==> src/hdl/fsp_pkg.sv <==
`default_nettype none
package fsp_pkg;
  // Address arithmetic in program addresses, two per instruction word; the boot size limit counts pages
  localparam int ADDR_W = 24;
  localparam int LIMIT_W = 13;
  // One page is 512 instruction words, two addresses per word
  localparam int PAGE_WORDS = 512;
  localparam int PAGE_ADDR_SHIFT = 10;
  localparam int HALF_PAGE_WORDS = 256;
  localparam logic [ADDR_W-1:0] CFG_ADDR_SMALL = 24'h002BFE;
  localparam logic [ADDR_W-1:0] CFG_ADDR_LARGE = 24'h0057FE;
  // Vector table occupies addresses below this bound
  localparam logic [ADDR_W-1:0] VEC_END_ADDR = 24'h000200;
  // Security word field positions
  localparam int SEC_BWRP_POS = 0;
  localparam int SEC_BSS_POS = 1;
  localparam int SEC_BSEN_POS = 3;
  localparam int SEC_GWRP_POS = 4;
  localparam int SEC_GSS_POS = 5;
  localparam int SEC_CWRP_POS = 7;
  localparam int SEC_CSS_POS = 8;
  localparam int SEC_ALT_EN_POS = 15;
  localparam int SEC_W = 16;
  localparam logic [SEC_W-1:0] SEC_RESET = 16'hFFFF;
  localparam logic [LIMIT_W-1:0] LIMIT_RESET = 13'h1FFF;
  typedef enum logic [1:0] {FSP_REG_BOOT, FSP_REG_GEN, FSP_REG_CFG, FSP_REG_NONE} fsp_region_e;
  typedef enum logic {FSP_OP_PROG, FSP_OP_ERASE} fsp_op_e;
endpackage
`default_nettype wire

==> src/hdl/fsp_region_map.sv <==
`default_nettype none
module fsp_region_map #(
  parameter int ADDR_W = fsp_pkg::ADDR_W
) (
  input wire logic [ADDR_W-1:0] addr,
  input wire logic [ADDR_W-1:0] boot_end,
  input wire logic [ADDR_W-1:0] cfg_base,
  input wire logic boot_en,
  output logic [1:0] region,
  output logic in_vec
);
  wire logic in_boot = boot_en && (addr < boot_end);
  wire logic in_cfg = addr >= cfg_base;
  wire logic in_gen = !in_boot && !in_cfg;
  assign in_vec = addr < fsp_pkg::VEC_END_ADDR;
  assign region = in_boot ? 2'(fsp_pkg::FSP_REG_BOOT) :
                  in_gen ? 2'(fsp_pkg::FSP_REG_GEN) : 2'(fsp_pkg::FSP_REG_CFG);
endmodule
`default_nettype wire

==> src/hdl/fsp_protect.sv <==
`default_nettype none
module fsp_protect #(
  parameter bit LARGE_FLASH = 1'b1,
  parameter int ADDR_W = fsp_pkg::ADDR_W,
  parameter int LIMIT_W = fsp_pkg::LIMIT_W
) (
  input wire logic clock,
  input wire logic resetn,
  input wire logic cfg_load,
  input wire logic [fsp_pkg::SEC_W-1:0] security_config_word,
  input wire logic [LIMIT_W-1:0] boot_size_limit,
  input wire logic req_valid,
  input wire logic req_erase,
  input wire logic [ADDR_W-1:0] req_addr,
  input wire logic [ADDR_W-1:0] caller_addr,
  output logic grant,
  output logic deny,
  output logic [ADDR_W-1:0] boot_end_addr,
  output logic [ADDR_W-1:0] general_end_addr,
  output logic boot_enabled,
  output logic alt_table_enabled,
  output logic [1:0] req_region
);

  // Latched protection fields
  logic boot_wp_ff;
  logic gen_wp_ff;
  logic cfg_wp_ff;
  logic boot_on_ff;
  logic alt_on_ff;
  logic [LIMIT_W-1:0] lim_ff;

  // Answer and status registers
  logic grant_ff;
  logic deny_ff;
  logic [1:0] reg_ff;
  logic [ADDR_W-1:0] bend_ff;
  logic [ADDR_W-1:0] gend_ff;
  logic ben_ff;
  logic aiv_ff;

  // Next values
  logic nxt_boot_wp;
  logic nxt_gen_wp;
  logic nxt_cfg_wp;
  logic nxt_boot_on;
  logic nxt_alt_on;
  logic [LIMIT_W-1:0] nxt_lim;
  logic nxt_grant;
  logic nxt_deny;
  logic [1:0] nxt_reg;
  logic [ADDR_W-1:0] nxt_bend;
  logic [ADDR_W-1:0] nxt_gend;
  logic nxt_ben;
  logic nxt_aiv;

  // Boundaries and lookups
  logic [ADDR_W-1:0] cfg_base;
  logic [ADDR_W-1:0] page_span;
  logic [ADDR_W-1:0] half_span;
  logic [ADDR_W-1:0] last_page_base;
  logic [LIMIT_W-1:0] min_pages;
  logic lim_ok;
  logic lim_set;
  logic boot_en;
  logic alt_en;
  logic [ADDR_W-1:0] boot_end;
  logic [ADDR_W-1:0] lastb_base;
  logic [ADDR_W-1:0] lastb_half;
  logic [1:0] t_region;
  logic t_vec;
  logic [1:0] c_region;

  // Request decision terms
  logic from_boot;
  logic from_gen;
  logic t_boot;
  logic t_gen;
  logic t_cfg;
  logic t_lastb;
  logic t_unusable;
  logic t_alt;
  logic t_lastpage;
  logic lastb_free;
  logic boot_block;
  logic gen_block;
  logic cfg_block;
  logic last_erase_block;
  logic vec_block;
  logic vec_gen;
  logic priv_block;
  logic forbid;

  // Fields are active low, as erased flash reads ones; latched on each cfg_load so a
  // mid-operation rewrite cannot widen access
  assign nxt_boot_wp =
    cfg_load ? !security_config_word[fsp_pkg::SEC_BWRP_POS] : boot_wp_ff;
  assign nxt_gen_wp =
    cfg_load ? !security_config_word[fsp_pkg::SEC_GWRP_POS] : gen_wp_ff;
  assign nxt_cfg_wp =
    cfg_load ? !security_config_word[fsp_pkg::SEC_CWRP_POS] : cfg_wp_ff;
  assign nxt_boot_on =
    cfg_load ? !security_config_word[fsp_pkg::SEC_BSEN_POS] : boot_on_ff;
  assign nxt_alt_on =
    cfg_load ? !security_config_word[fsp_pkg::SEC_ALT_EN_POS] : alt_on_ff;
  assign nxt_lim = cfg_load ? boot_size_limit : lim_ff;

  // Config base fixed by flash size variant
  assign cfg_base = LARGE_FLASH ? ADDR_W'(fsp_pkg::CFG_ADDR_LARGE) :
    ADDR_W'(fsp_pkg::CFG_ADDR_SMALL);
  assign page_span = ADDR_W'(1) << fsp_pkg::PAGE_ADDR_SHIFT;
  assign half_span = ADDR_W'(fsp_pkg::HALF_PAGE_WORDS * 2);
  // Last flash page holds both general code and config words
  assign last_page_base = cfg_base & ~(page_span - ADDR_W'(1));

  // Boot region needs one page, or two with the alternate table
  assign min_pages = alt_on_ff ? LIMIT_W'(2) : LIMIT_W'(1);
  assign lim_ok = lim_ff >= min_pages;
  // All ones is the erased limit and means no boot region
  assign lim_set = lim_ff != {LIMIT_W{1'b1}};
  assign boot_en = boot_on_ff && lim_ok && lim_set;
  assign alt_en = boot_en && alt_on_ff;
  assign boot_end = ADDR_W'(lim_ff) << fsp_pkg::PAGE_ADDR_SHIFT;
  assign lastb_base = boot_end - page_span;
  // Second half of last boot page is unusable
  assign lastb_half = lastb_base + half_span;

  fsp_region_map #(.ADDR_W(ADDR_W)) u_target (
    .addr(req_addr),
    .boot_end(boot_end),
    .cfg_base(cfg_base),
    .boot_en(boot_en),
    .region(t_region),
    .in_vec(t_vec)
  );
  // Caller lookup needs only the region
  fsp_region_map #(.ADDR_W(ADDR_W)) u_caller (
    .addr(caller_addr),
    .boot_end(boot_end),
    .cfg_base(cfg_base),
    .boot_en(boot_en),
    .region(c_region),
    .in_vec()
  );

  assign from_boot = c_region == 2'(fsp_pkg::FSP_REG_BOOT);
  assign from_gen = c_region == 2'(fsp_pkg::FSP_REG_GEN);
  assign t_boot = t_region == 2'(fsp_pkg::FSP_REG_BOOT);
  assign t_gen = t_region == 2'(fsp_pkg::FSP_REG_GEN);
  assign t_cfg = t_region == 2'(fsp_pkg::FSP_REG_CFG);
  assign t_lastb = t_boot && (req_addr >= lastb_base);
  assign t_unusable = t_lastb && (req_addr >= lastb_half);
  assign t_alt = alt_en && t_lastb;
  assign t_lastpage = req_addr >= last_page_base;
  // Boot code may still refresh its last page
  assign lastb_free = t_lastb && from_boot;
  assign boot_block = boot_wp_ff && t_boot && !t_alt && !lastb_free;
  assign gen_block = gen_wp_ff && t_gen;
  assign cfg_block = cfg_wp_ff && t_cfg;
  // Erase only: programming the shared page stays open
  assign last_erase_block = req_erase && t_lastpage && cfg_wp_ff;
  assign vec_block = t_vec && (boot_wp_ff || gen_wp_ff);
  // Without boot region the table already falls in general security
  assign vec_gen = t_vec && !boot_en && gen_wp_ff;
  // General code may not write boot code; the alternate table page stays open
  assign priv_block = t_boot && from_gen && !t_alt;
  assign forbid = boot_block || gen_block || cfg_block ||
    last_erase_block || vec_block || vec_gen ||
    priv_block || t_unusable;

  assign nxt_grant = req_valid && !forbid;
  assign nxt_deny = req_valid && forbid;
  // Region of the last request stands until the next one
  assign nxt_reg = req_valid ? t_region : reg_ff;
  assign nxt_bend = boot_en ? boot_end : {ADDR_W{1'b0}};
  assign nxt_gend = cfg_base;
  assign nxt_ben = boot_en;
  assign nxt_aiv = alt_en;

  always_ff @(posedge clock or negedge resetn) begin
    if (!resetn) begin
      boot_wp_ff <= !fsp_pkg::SEC_RESET[fsp_pkg::SEC_BWRP_POS];
    end else begin
      boot_wp_ff <= nxt_boot_wp;
    end
  end

  always_ff @(posedge clock or negedge resetn) begin
    if (!resetn) begin
      gen_wp_ff <= !fsp_pkg::SEC_RESET[fsp_pkg::SEC_GWRP_POS];
    end else begin
      gen_wp_ff <= nxt_gen_wp;
    end
  end

  always_ff @(posedge clock or negedge resetn) begin
    if (!resetn) begin
      cfg_wp_ff <= !fsp_pkg::SEC_RESET[fsp_pkg::SEC_CWRP_POS];
    end else begin
      cfg_wp_ff <= nxt_cfg_wp;
    end
  end

  always_ff @(posedge clock or negedge resetn) begin
    if (!resetn) begin
      boot_on_ff <= !fsp_pkg::SEC_RESET[fsp_pkg::SEC_BSEN_POS];
    end else begin
      boot_on_ff <= nxt_boot_on;
    end
  end

  always_ff @(posedge clock or negedge resetn) begin
    if (!resetn) begin
      alt_on_ff <= !fsp_pkg::SEC_RESET[fsp_pkg::SEC_ALT_EN_POS];
    end else begin
      alt_on_ff <= nxt_alt_on;
    end
  end

  always_ff @(posedge clock or negedge resetn) begin
    if (!resetn) begin
      lim_ff <= LIMIT_W'(fsp_pkg::LIMIT_RESET);
    end else begin
      lim_ff <= nxt_lim;
    end
  end

  always_ff @(posedge clock or negedge resetn) begin
    if (!resetn) begin
      grant_ff <= 1'b0;
    end else begin
      grant_ff <= nxt_grant;
    end
  end

  always_ff @(posedge clock or negedge resetn) begin
    if (!resetn) begin
      deny_ff <= 1'b0;
    end else begin
      deny_ff <= nxt_deny;
    end
  end

  always_ff @(posedge clock or negedge resetn) begin
    if (!resetn) begin
      reg_ff <= 2'(fsp_pkg::FSP_REG_NONE);
    end else begin
      reg_ff <= nxt_reg;
    end
  end

  always_ff @(posedge clock or negedge resetn) begin
    if (!resetn) begin
      bend_ff <= {ADDR_W{1'b0}};
    end else begin
      bend_ff <= nxt_bend;
    end
  end

  always_ff @(posedge clock or negedge resetn) begin
    if (!resetn) begin
      gend_ff <= {ADDR_W{1'b0}};
    end else begin
      gend_ff <= nxt_gend;
    end
  end

  always_ff @(posedge clock or negedge resetn) begin
    if (!resetn) begin
      ben_ff <= 1'b0;
    end else begin
      ben_ff <= nxt_ben;
    end
  end

  always_ff @(posedge clock or negedge resetn) begin
    if (!resetn) begin
      aiv_ff <= 1'b0;
    end else begin
      aiv_ff <= nxt_aiv;
    end
  end

  assign grant = grant_ff;
  assign deny = deny_ff;
  assign boot_end_addr = bend_ff;
  assign general_end_addr = gend_ff;
  assign boot_enabled = ben_ff;
  assign alt_table_enabled = aiv_ff;
  assign req_region = reg_ff;
endmodule
`default_nettype wire

==> config.mk <==
export PLATFORM = sky130hd
export DESIGN_NAME = fsp_protect
export DESIGN_NICKNAME = d
export VERILOG_FILES = /design/src/hdl/fsp_pkg.sv /design/src/hdl/fsp_region_map.sv /design/src/hdl/fsp_protect.sv
export SDC_FILE = /design/constraint.sdc
export NUM_CORES = 1
export LEC_CHECK = 0
export BUFFER_PORTS_ARGS = -buffer_cell sky130_fd_sc_hd__buf_2
export CAP_MARGIN = 25
export CORE_AREA = 8 8 119 121
export CTS_CLUSTER_SIZE = 24
export DETAILED_ROUTE_END_ITERATION = 8
export DIE_AREA = 0 0 127 129
export PLACE_DENSITY = 0.47
export RECOVER_POWER = 50
export SLEW_MARGIN = 20
export SYNTH_ARGS = -nofsm -noshare
export SYNTH_HDL_FRONTEND = slang
export SYNTH_SLANG_ARGS = --single-unit
==> constraint.sdc <==
create_clock -name clock -period 3.75 [get_ports clock]
set_input_delay 0.75 -clock clock [delete_from_list [all_inputs] [get_ports clock]]
set_output_delay 0.75 -clock clock [all_outputs]
set_load 0.05 [all_outputs]
=== Word-level counts from Yosys, hierarchy flattened ===
Cells that the tools add are included.

* Bits of input ports: 82
* ROM bits: 0
* Output and inout bits: 54
* Bits in writable memories: 0
* Logic and storage cells: 82
* Register bits after elaboration: 48
* Memories: 0
* Latch bits: 0

* Shifts and indexed selects: 0
* Divide/modulo/power cells: 0
* Reductions and logical operators: 48
* Bitwise operators: 0
* Multiplexer cells: 6
* Multiply operators: 0
* Magnitude comparators: 9
* Add/sub/neg operators: 2
* Eq/ne operators: 4

{| class="wikitable"
|+ Operators with widths
! kind !! number
|-
| greater-or-equal comparator 24 x 15 -> 1 bit (second input constant) || 3
|-
| greater-or-equal comparator 24 bit || 2
|-
| less-than comparator 24 x 23 -> 1 bit || 2
|-
| logical AND 1 bit || 25
|-
| adder 24 x 10 -> 24 bit (second input constant) || 1
|-
| less-than comparator 24 x 10 -> 1 bit (second input constant) || 1
|-
| subtractor 23 x 11 -> 24 bit (second input constant) || 1
|-
| two-way mux 23 bit || 1
|-
| greater-or-equal comparator 13 x 2 -> 1 bit || 1
|-
| logical NOT 1 bit || 13
|-
| inequality test 13 bit (second input constant) || 1
|-
| two-way mux 2 bit || 5
|-
| logical OR 1 bit || 8
|-
| == test 2 x 1 -> 1 bit (second input constant) || 2
|-
| logical NOT 2 bit || 2
|-
| == test 2 bit (second input constant) || 1
|}

=== Depth between registers and ports, before layout ===
* Depth after elaboration: 24
* Gate-level depth with buffers: 13
* Gate-level depth less buffers: 13

=== Modules after synthesis ===
Synthesis repeated with hierarchy kept, for this count alone.

* Cells, all modules: 581
* Area, all modules: 4,867.2 um^2

{| class="wikitable"
|+ Modules (own cells, without submodules)
! module !! cells an instance !! instances !! area each (um^2)
|-
| fsp_region_map || 173 || 2 || 1,237.4
|-
| fsp_protect || 235 || 1 || 2,392.3
|}

=== Least setup slack after synthesis ===
No wires, ideal clock.

* Path type: register -> register
* Start: register lim_ff[3]
* End: register deny_ff (netlist: deny)
* Data arrival time: 2,611 ps
* Slack: 1,020 ps
* Period minus slack after synthesis: 2,730 ps
* Cell stages (with the launch flop): 13
* Buffers on the path: 0
* Required time: 3,630 ps
* Cell sequence: dfstp_2 -> nor3_1 -> nand3_1 -> nor3_1 -> xnor2_1 -> ha_1 -> a21o_1 -> a21o_1 -> a21oi_1 -> o21ai_0 -> nand3b_1 -> a211o_1 -> and3_1

* Longest elaborated chain between the ends: 22
* Elaborated cells on any way between the ends: 50

{| class="wikitable"
|+ RTL lines
! what !! RTL line !! text
|-
| from (decl) || fsp_protect.sv:31 || <nowiki>logic [LIMIT_W-1:0] lim_ff;</nowiki>
|-
| from (signal assigned) || fsp_protect.sv:222 || <nowiki>lim_ff <= LIMIT_W'(fsp_pkg::LIMIT_RESET);</nowiki>
|-
| from (signal assigned) || fsp_protect.sv:224 || <nowiki>lim_ff <= nxt_lim;</nowiki>
|-
| parallel branches: the longest is 20 deep, another holds subtractor 23 x 11 -> 24 bit || -- ||
|-
| logical OR 1 bit (*) || fsp_protect.sv:169 || <nowiki>priv_block || t_unusable;</nowiki>
|-
| logical AND 1 bit (*) || fsp_protect.sv:172 || <nowiki>assign nxt_deny = req_valid && forbid;</nowiki>
|-
| via nxt_deny || fsp_protect.sv:50 || <nowiki>logic nxt_deny;</nowiki>
|-
| to (signal assigned) || fsp_protect.sv:240 || <nowiki>deny_ff <= nxt_deny;</nowiki>
|-
| to (decl) || fsp_protect.sv:35 || <nowiki>logic deny_ff;</nowiki>
|}

Mark *: on every way through the listed nets, which the timed path passes.
A chain may end at the register's enable or synchronous reset.

=== Worst setup path in the final report ===
Same ends and word-level chain as after synthesis.

==> results.md <==
- Vert. Die Dim: 129 um
- Clock buffer count from CTS: 5
- CTS tree: yes
- Top-area cell type share of the netlist area: 0.192
- Fin nets: 546
- Min cycle time layout: 3.11 ns
- Post-synth EDFFs: 0
- Hold EP: req_region[1]$_DFFE_PN1P_
- PD cells: 378 nW/um^2
- Max-slew violations: 39
- Top FF cell, synth: dfrtp_1
- Share of cells above drive strength 1: 0.302
- WP data arrival: 3.28 ns
- Num ports: 136
- Vias in the first global route: 2,831
- I/O Buffers: 100
- All-Layer GR Usage: 0.108
- Critical path cell sequence: nor3_1, nand3_1, nor3_1, xnor2_1, ha_1, a21o_1, a21o_1, a21oi_1, o21ai_0, nand3b_1, a211o_1, and3_1
- Post_cts resized: 0
- Post-CTS Hold Buffers: 0
- Reg clk slew, reported paths: 0.06 ns
- Clock Skews: 0.00726 ns
- Post-synthesis register bit count: 38
- Congestion Overflow GR: 0
- CP top delay family: simple AND/OR/NAND/NOR gates
- Core Box Area: 12,300 sq um
- Final wirelength: 8.76 mm
- Worst Setup End Kind: register
- Ys async rst share: 1.00
- # diodes: 0
- Reg-to-reg slack, setup: 0.64 ns
- Synth Area in XOR/XNOR: 0.0321
- Number of DRC markers in iteration 0: 141
- Largest net degree at the start of global routing: 39
- Slew headroom: -0.360
- YS warnings: 0
- Mux contribution to synthesized area: 0.0100
- CTS Root Cell: clkbuf_16
- Via count: 2,582
- Starting Density: 0.244
- RSZ-0062 raised after global routing: no
- Max Buffers Root-to-Sink: 2
- RR Endpoint: deny$_DFF_PN0_
- Post-Route Setup TNS: 0 ns
- Slowest cell on crit path: nor3_1
- Netlist cell types: 46
- Buffers plus inverters on the worst setup path: 0
- Status: complete, but fails checks
- CP Class: register to register
- Later-pin clock latency in the skew report: 0.28 ns
- R2r worst-path depth: 12
- Worst Tran Pin Value: 2.04 ns
- Worst Path Max Fanout: 6
- Filler cells: 1,306
- Gpl congestion: 0.811
- Hold path start: req_region[1]$_DFFE_PN1P_
- Slowest stage delay, CP: 0.47 ns
- Failing checks: max-capacitance violations, max-slew violations
- Worst VDD drop: 0.000187 V
- First-pass iteration count of the detailed router: 4
- Area growth syn-to-layout: 21.4%
- Max_cap viols: 1
- WL per Instance: 15.3 um
- Largest family of logic cells by synthesized area: simple AND/OR/NAND/NOR gates
- Final total power: 1.38 mW
- R2R Path Start: lim_ff[3]$_DFFE_PN1P_
- Die ar.: 16,400 sq um
- First-pass GRT wire length: 14.1 mm
- Setup crit start kind: register
- Antenna violations before repair: 0
- Fmax achieved: 0.321 GHz
- Mapped Area: 3000 sq um
- Die extent in x: 127 um
- Htree depth: 2
- Rows: 41
- Setup-failing EPs final: 0
- Compound-gate portion of the synthesized area: 0.144
- Final worst-path cycle share: 0.830
- Drt drc: 0
- Lkg Pwr: 1.76 nW
- Seq/Total Area, Yosys: 0.323
- Post-Synth Simple-Gate Area: 0.184
- Top cells by area, synth: dfrtp_1 (19%), ha_1 (18%), dfstp_2 (13%)
- Detail Placement HPWL: 7.54 mm
- DRT antenna net count: 0
- Largest area contributor in the netlist: dfrtp_1
- Syn avg cell area: 9.06 sq um
- Setup bufs post-CTS: 0
- Post-synthesis adder-cell area fraction: 0.184
- Vias per std cell: 4.52
- Sink Count: 38
- Min-Delay Path Depth: 2
- Hold crit path type: register to register
- Fin. Hold Viols: 0
- Mapped Cells: 331
- CP required: 3.92 ns
-- layout make-up --
type	instances	area (sq um)	share of cell area
clock buffer	6	139	0.0381
clock inverter	2	12.5	0.00344
inverter	21	78.8	0.0216
multi-input combinational	253	1750	0.480
sequential	38	970	0.266
tap	150	188	0.0515
timing repair buffer	101	505	0.139
-- per-stage QoR --
stage | instances | setup slack, ns | hold slack (ns) | area [sq um] | utilization
6_report | 571 | 0.638 | 0.459 | 3640 | 0.296
4_1_cts | 571 | 0.596 | 0.461 | 3640 | 0.296
3_5_place_dp | 563 | 0.597 | 0.452 | 3490 | 0.284
3_3_place_gp | 563 | 0.626 | 0.452 | 3490 | 0.284
2_1_floorplan | 353 | 1.02 | 0.454 | 3080 | -
5_1_grt | 571 | 0.318 | 0.508 | 3640 | 0.296
-- how the worst max path moves through the flow --
stage	from	to	slack [ns]	cells past startpoint
after floorplan	lim_ff[3]$_DFFE_PN1P_	deny$_DFF_PN0_	1.02	12
after global placement	lim_ff[3]$_DFFE_PN1P_	deny$_DFF_PN0_	0.63	12
after detailed placement	lim_ff[3]$_DFFE_PN1P_	deny$_DFF_PN0_	0.60	12
after CTS	lim_ff[3]$_DFFE_PN1P_	deny$_DFF_PN0_	0.60	12
after global routing	lim_ff[3]$_DFFE_PN1P_	deny$_DFF_PN0_	0.32	12
final	lim_ff[3]$_DFFE_PN1P_	deny$_DFF_PN0_	0.64	12
-- placed cells by master (no fill, tap or decap), types with 2 or more instances in the layout --
cell	n
a211o_1	2
a211oi_1	3
a21o_1	5
a21oi_1	17
and2_1	11
buf_2	98
clkbuf_1	2
clkbuf_16	5
conb_1	24
dfrtp_1	23
dfstp_2	15
ha_1	44
inv_1	21
mux2i_1	3
nand2_1	27
nand2b_1	3
nand3_1	5
nand3b_1	2
nand4_1	14
nor2_1	15
nor2b_1	2
nor3_1	12
nor4_1	5
nor4b_1	2
o21a_1	4
o21ai_0	18
o21ai_1	5
or4_1	2
xnor2_1	11
-- synthesized netlist by cell type (4+ instances only) --
cell,n
ha_1,44
buf_4,34
nand2_1,27
dfrtp_1,23
inv_1,21
o21ai_0,18
a21oi_1,17
dfstp_2,15
nor2_1,15
nand4_1,14
nor3_1,12
and2_1,11
xnor2_1,11
a21o_1,5
clkbuf_1,5
nand3_1,5
nor4_1,5
o21ai_1,5
o21a_1,4
-- metal layers --
metal,global-route usage,part of all wire,up-vias
met4,0.0504,0.031,0
met2,0.180,0.47,89
li1,-,-,1300
met1,0.129,0.44,1179
met3,0.0265,0.066,14
met5,0,0,-
-- power breakdown --
group / internal (mW) / switching, mW
Clock: 0.263 / 0.159
Sequential: 0.458 / 0.0324
Combinational: 0.148 / 0.315
-- worst reg2reg max path, stage by stage (launching register included) --
cell	delay (ns)
dfstp_2	0.39
nor3_1	0.47
nand3_1	0.22
nor3_1	0.23
xnor2_1	0.16
ha_1	0.26
a21o_1	0.18
a21o_1	0.17
a21oi_1	0.13
o21ai_0	0.16
nand3b_1	0.19
a211o_1	0.26
and3_1	0.17
-- logic make-up (layout without fill, tap and decap cells) --
group / Yosys count / in the layout
fa+ha+maj: 44 / 44
other cells: 2 / 24
mux: 3 / 3
simple gates: 104 / 104
xor+xnor: 11 / 11
flops: 38 / 38
compound gates: 67 / 67
buf+inv: 62 / 130
Power figures use the tool's default switching activity.
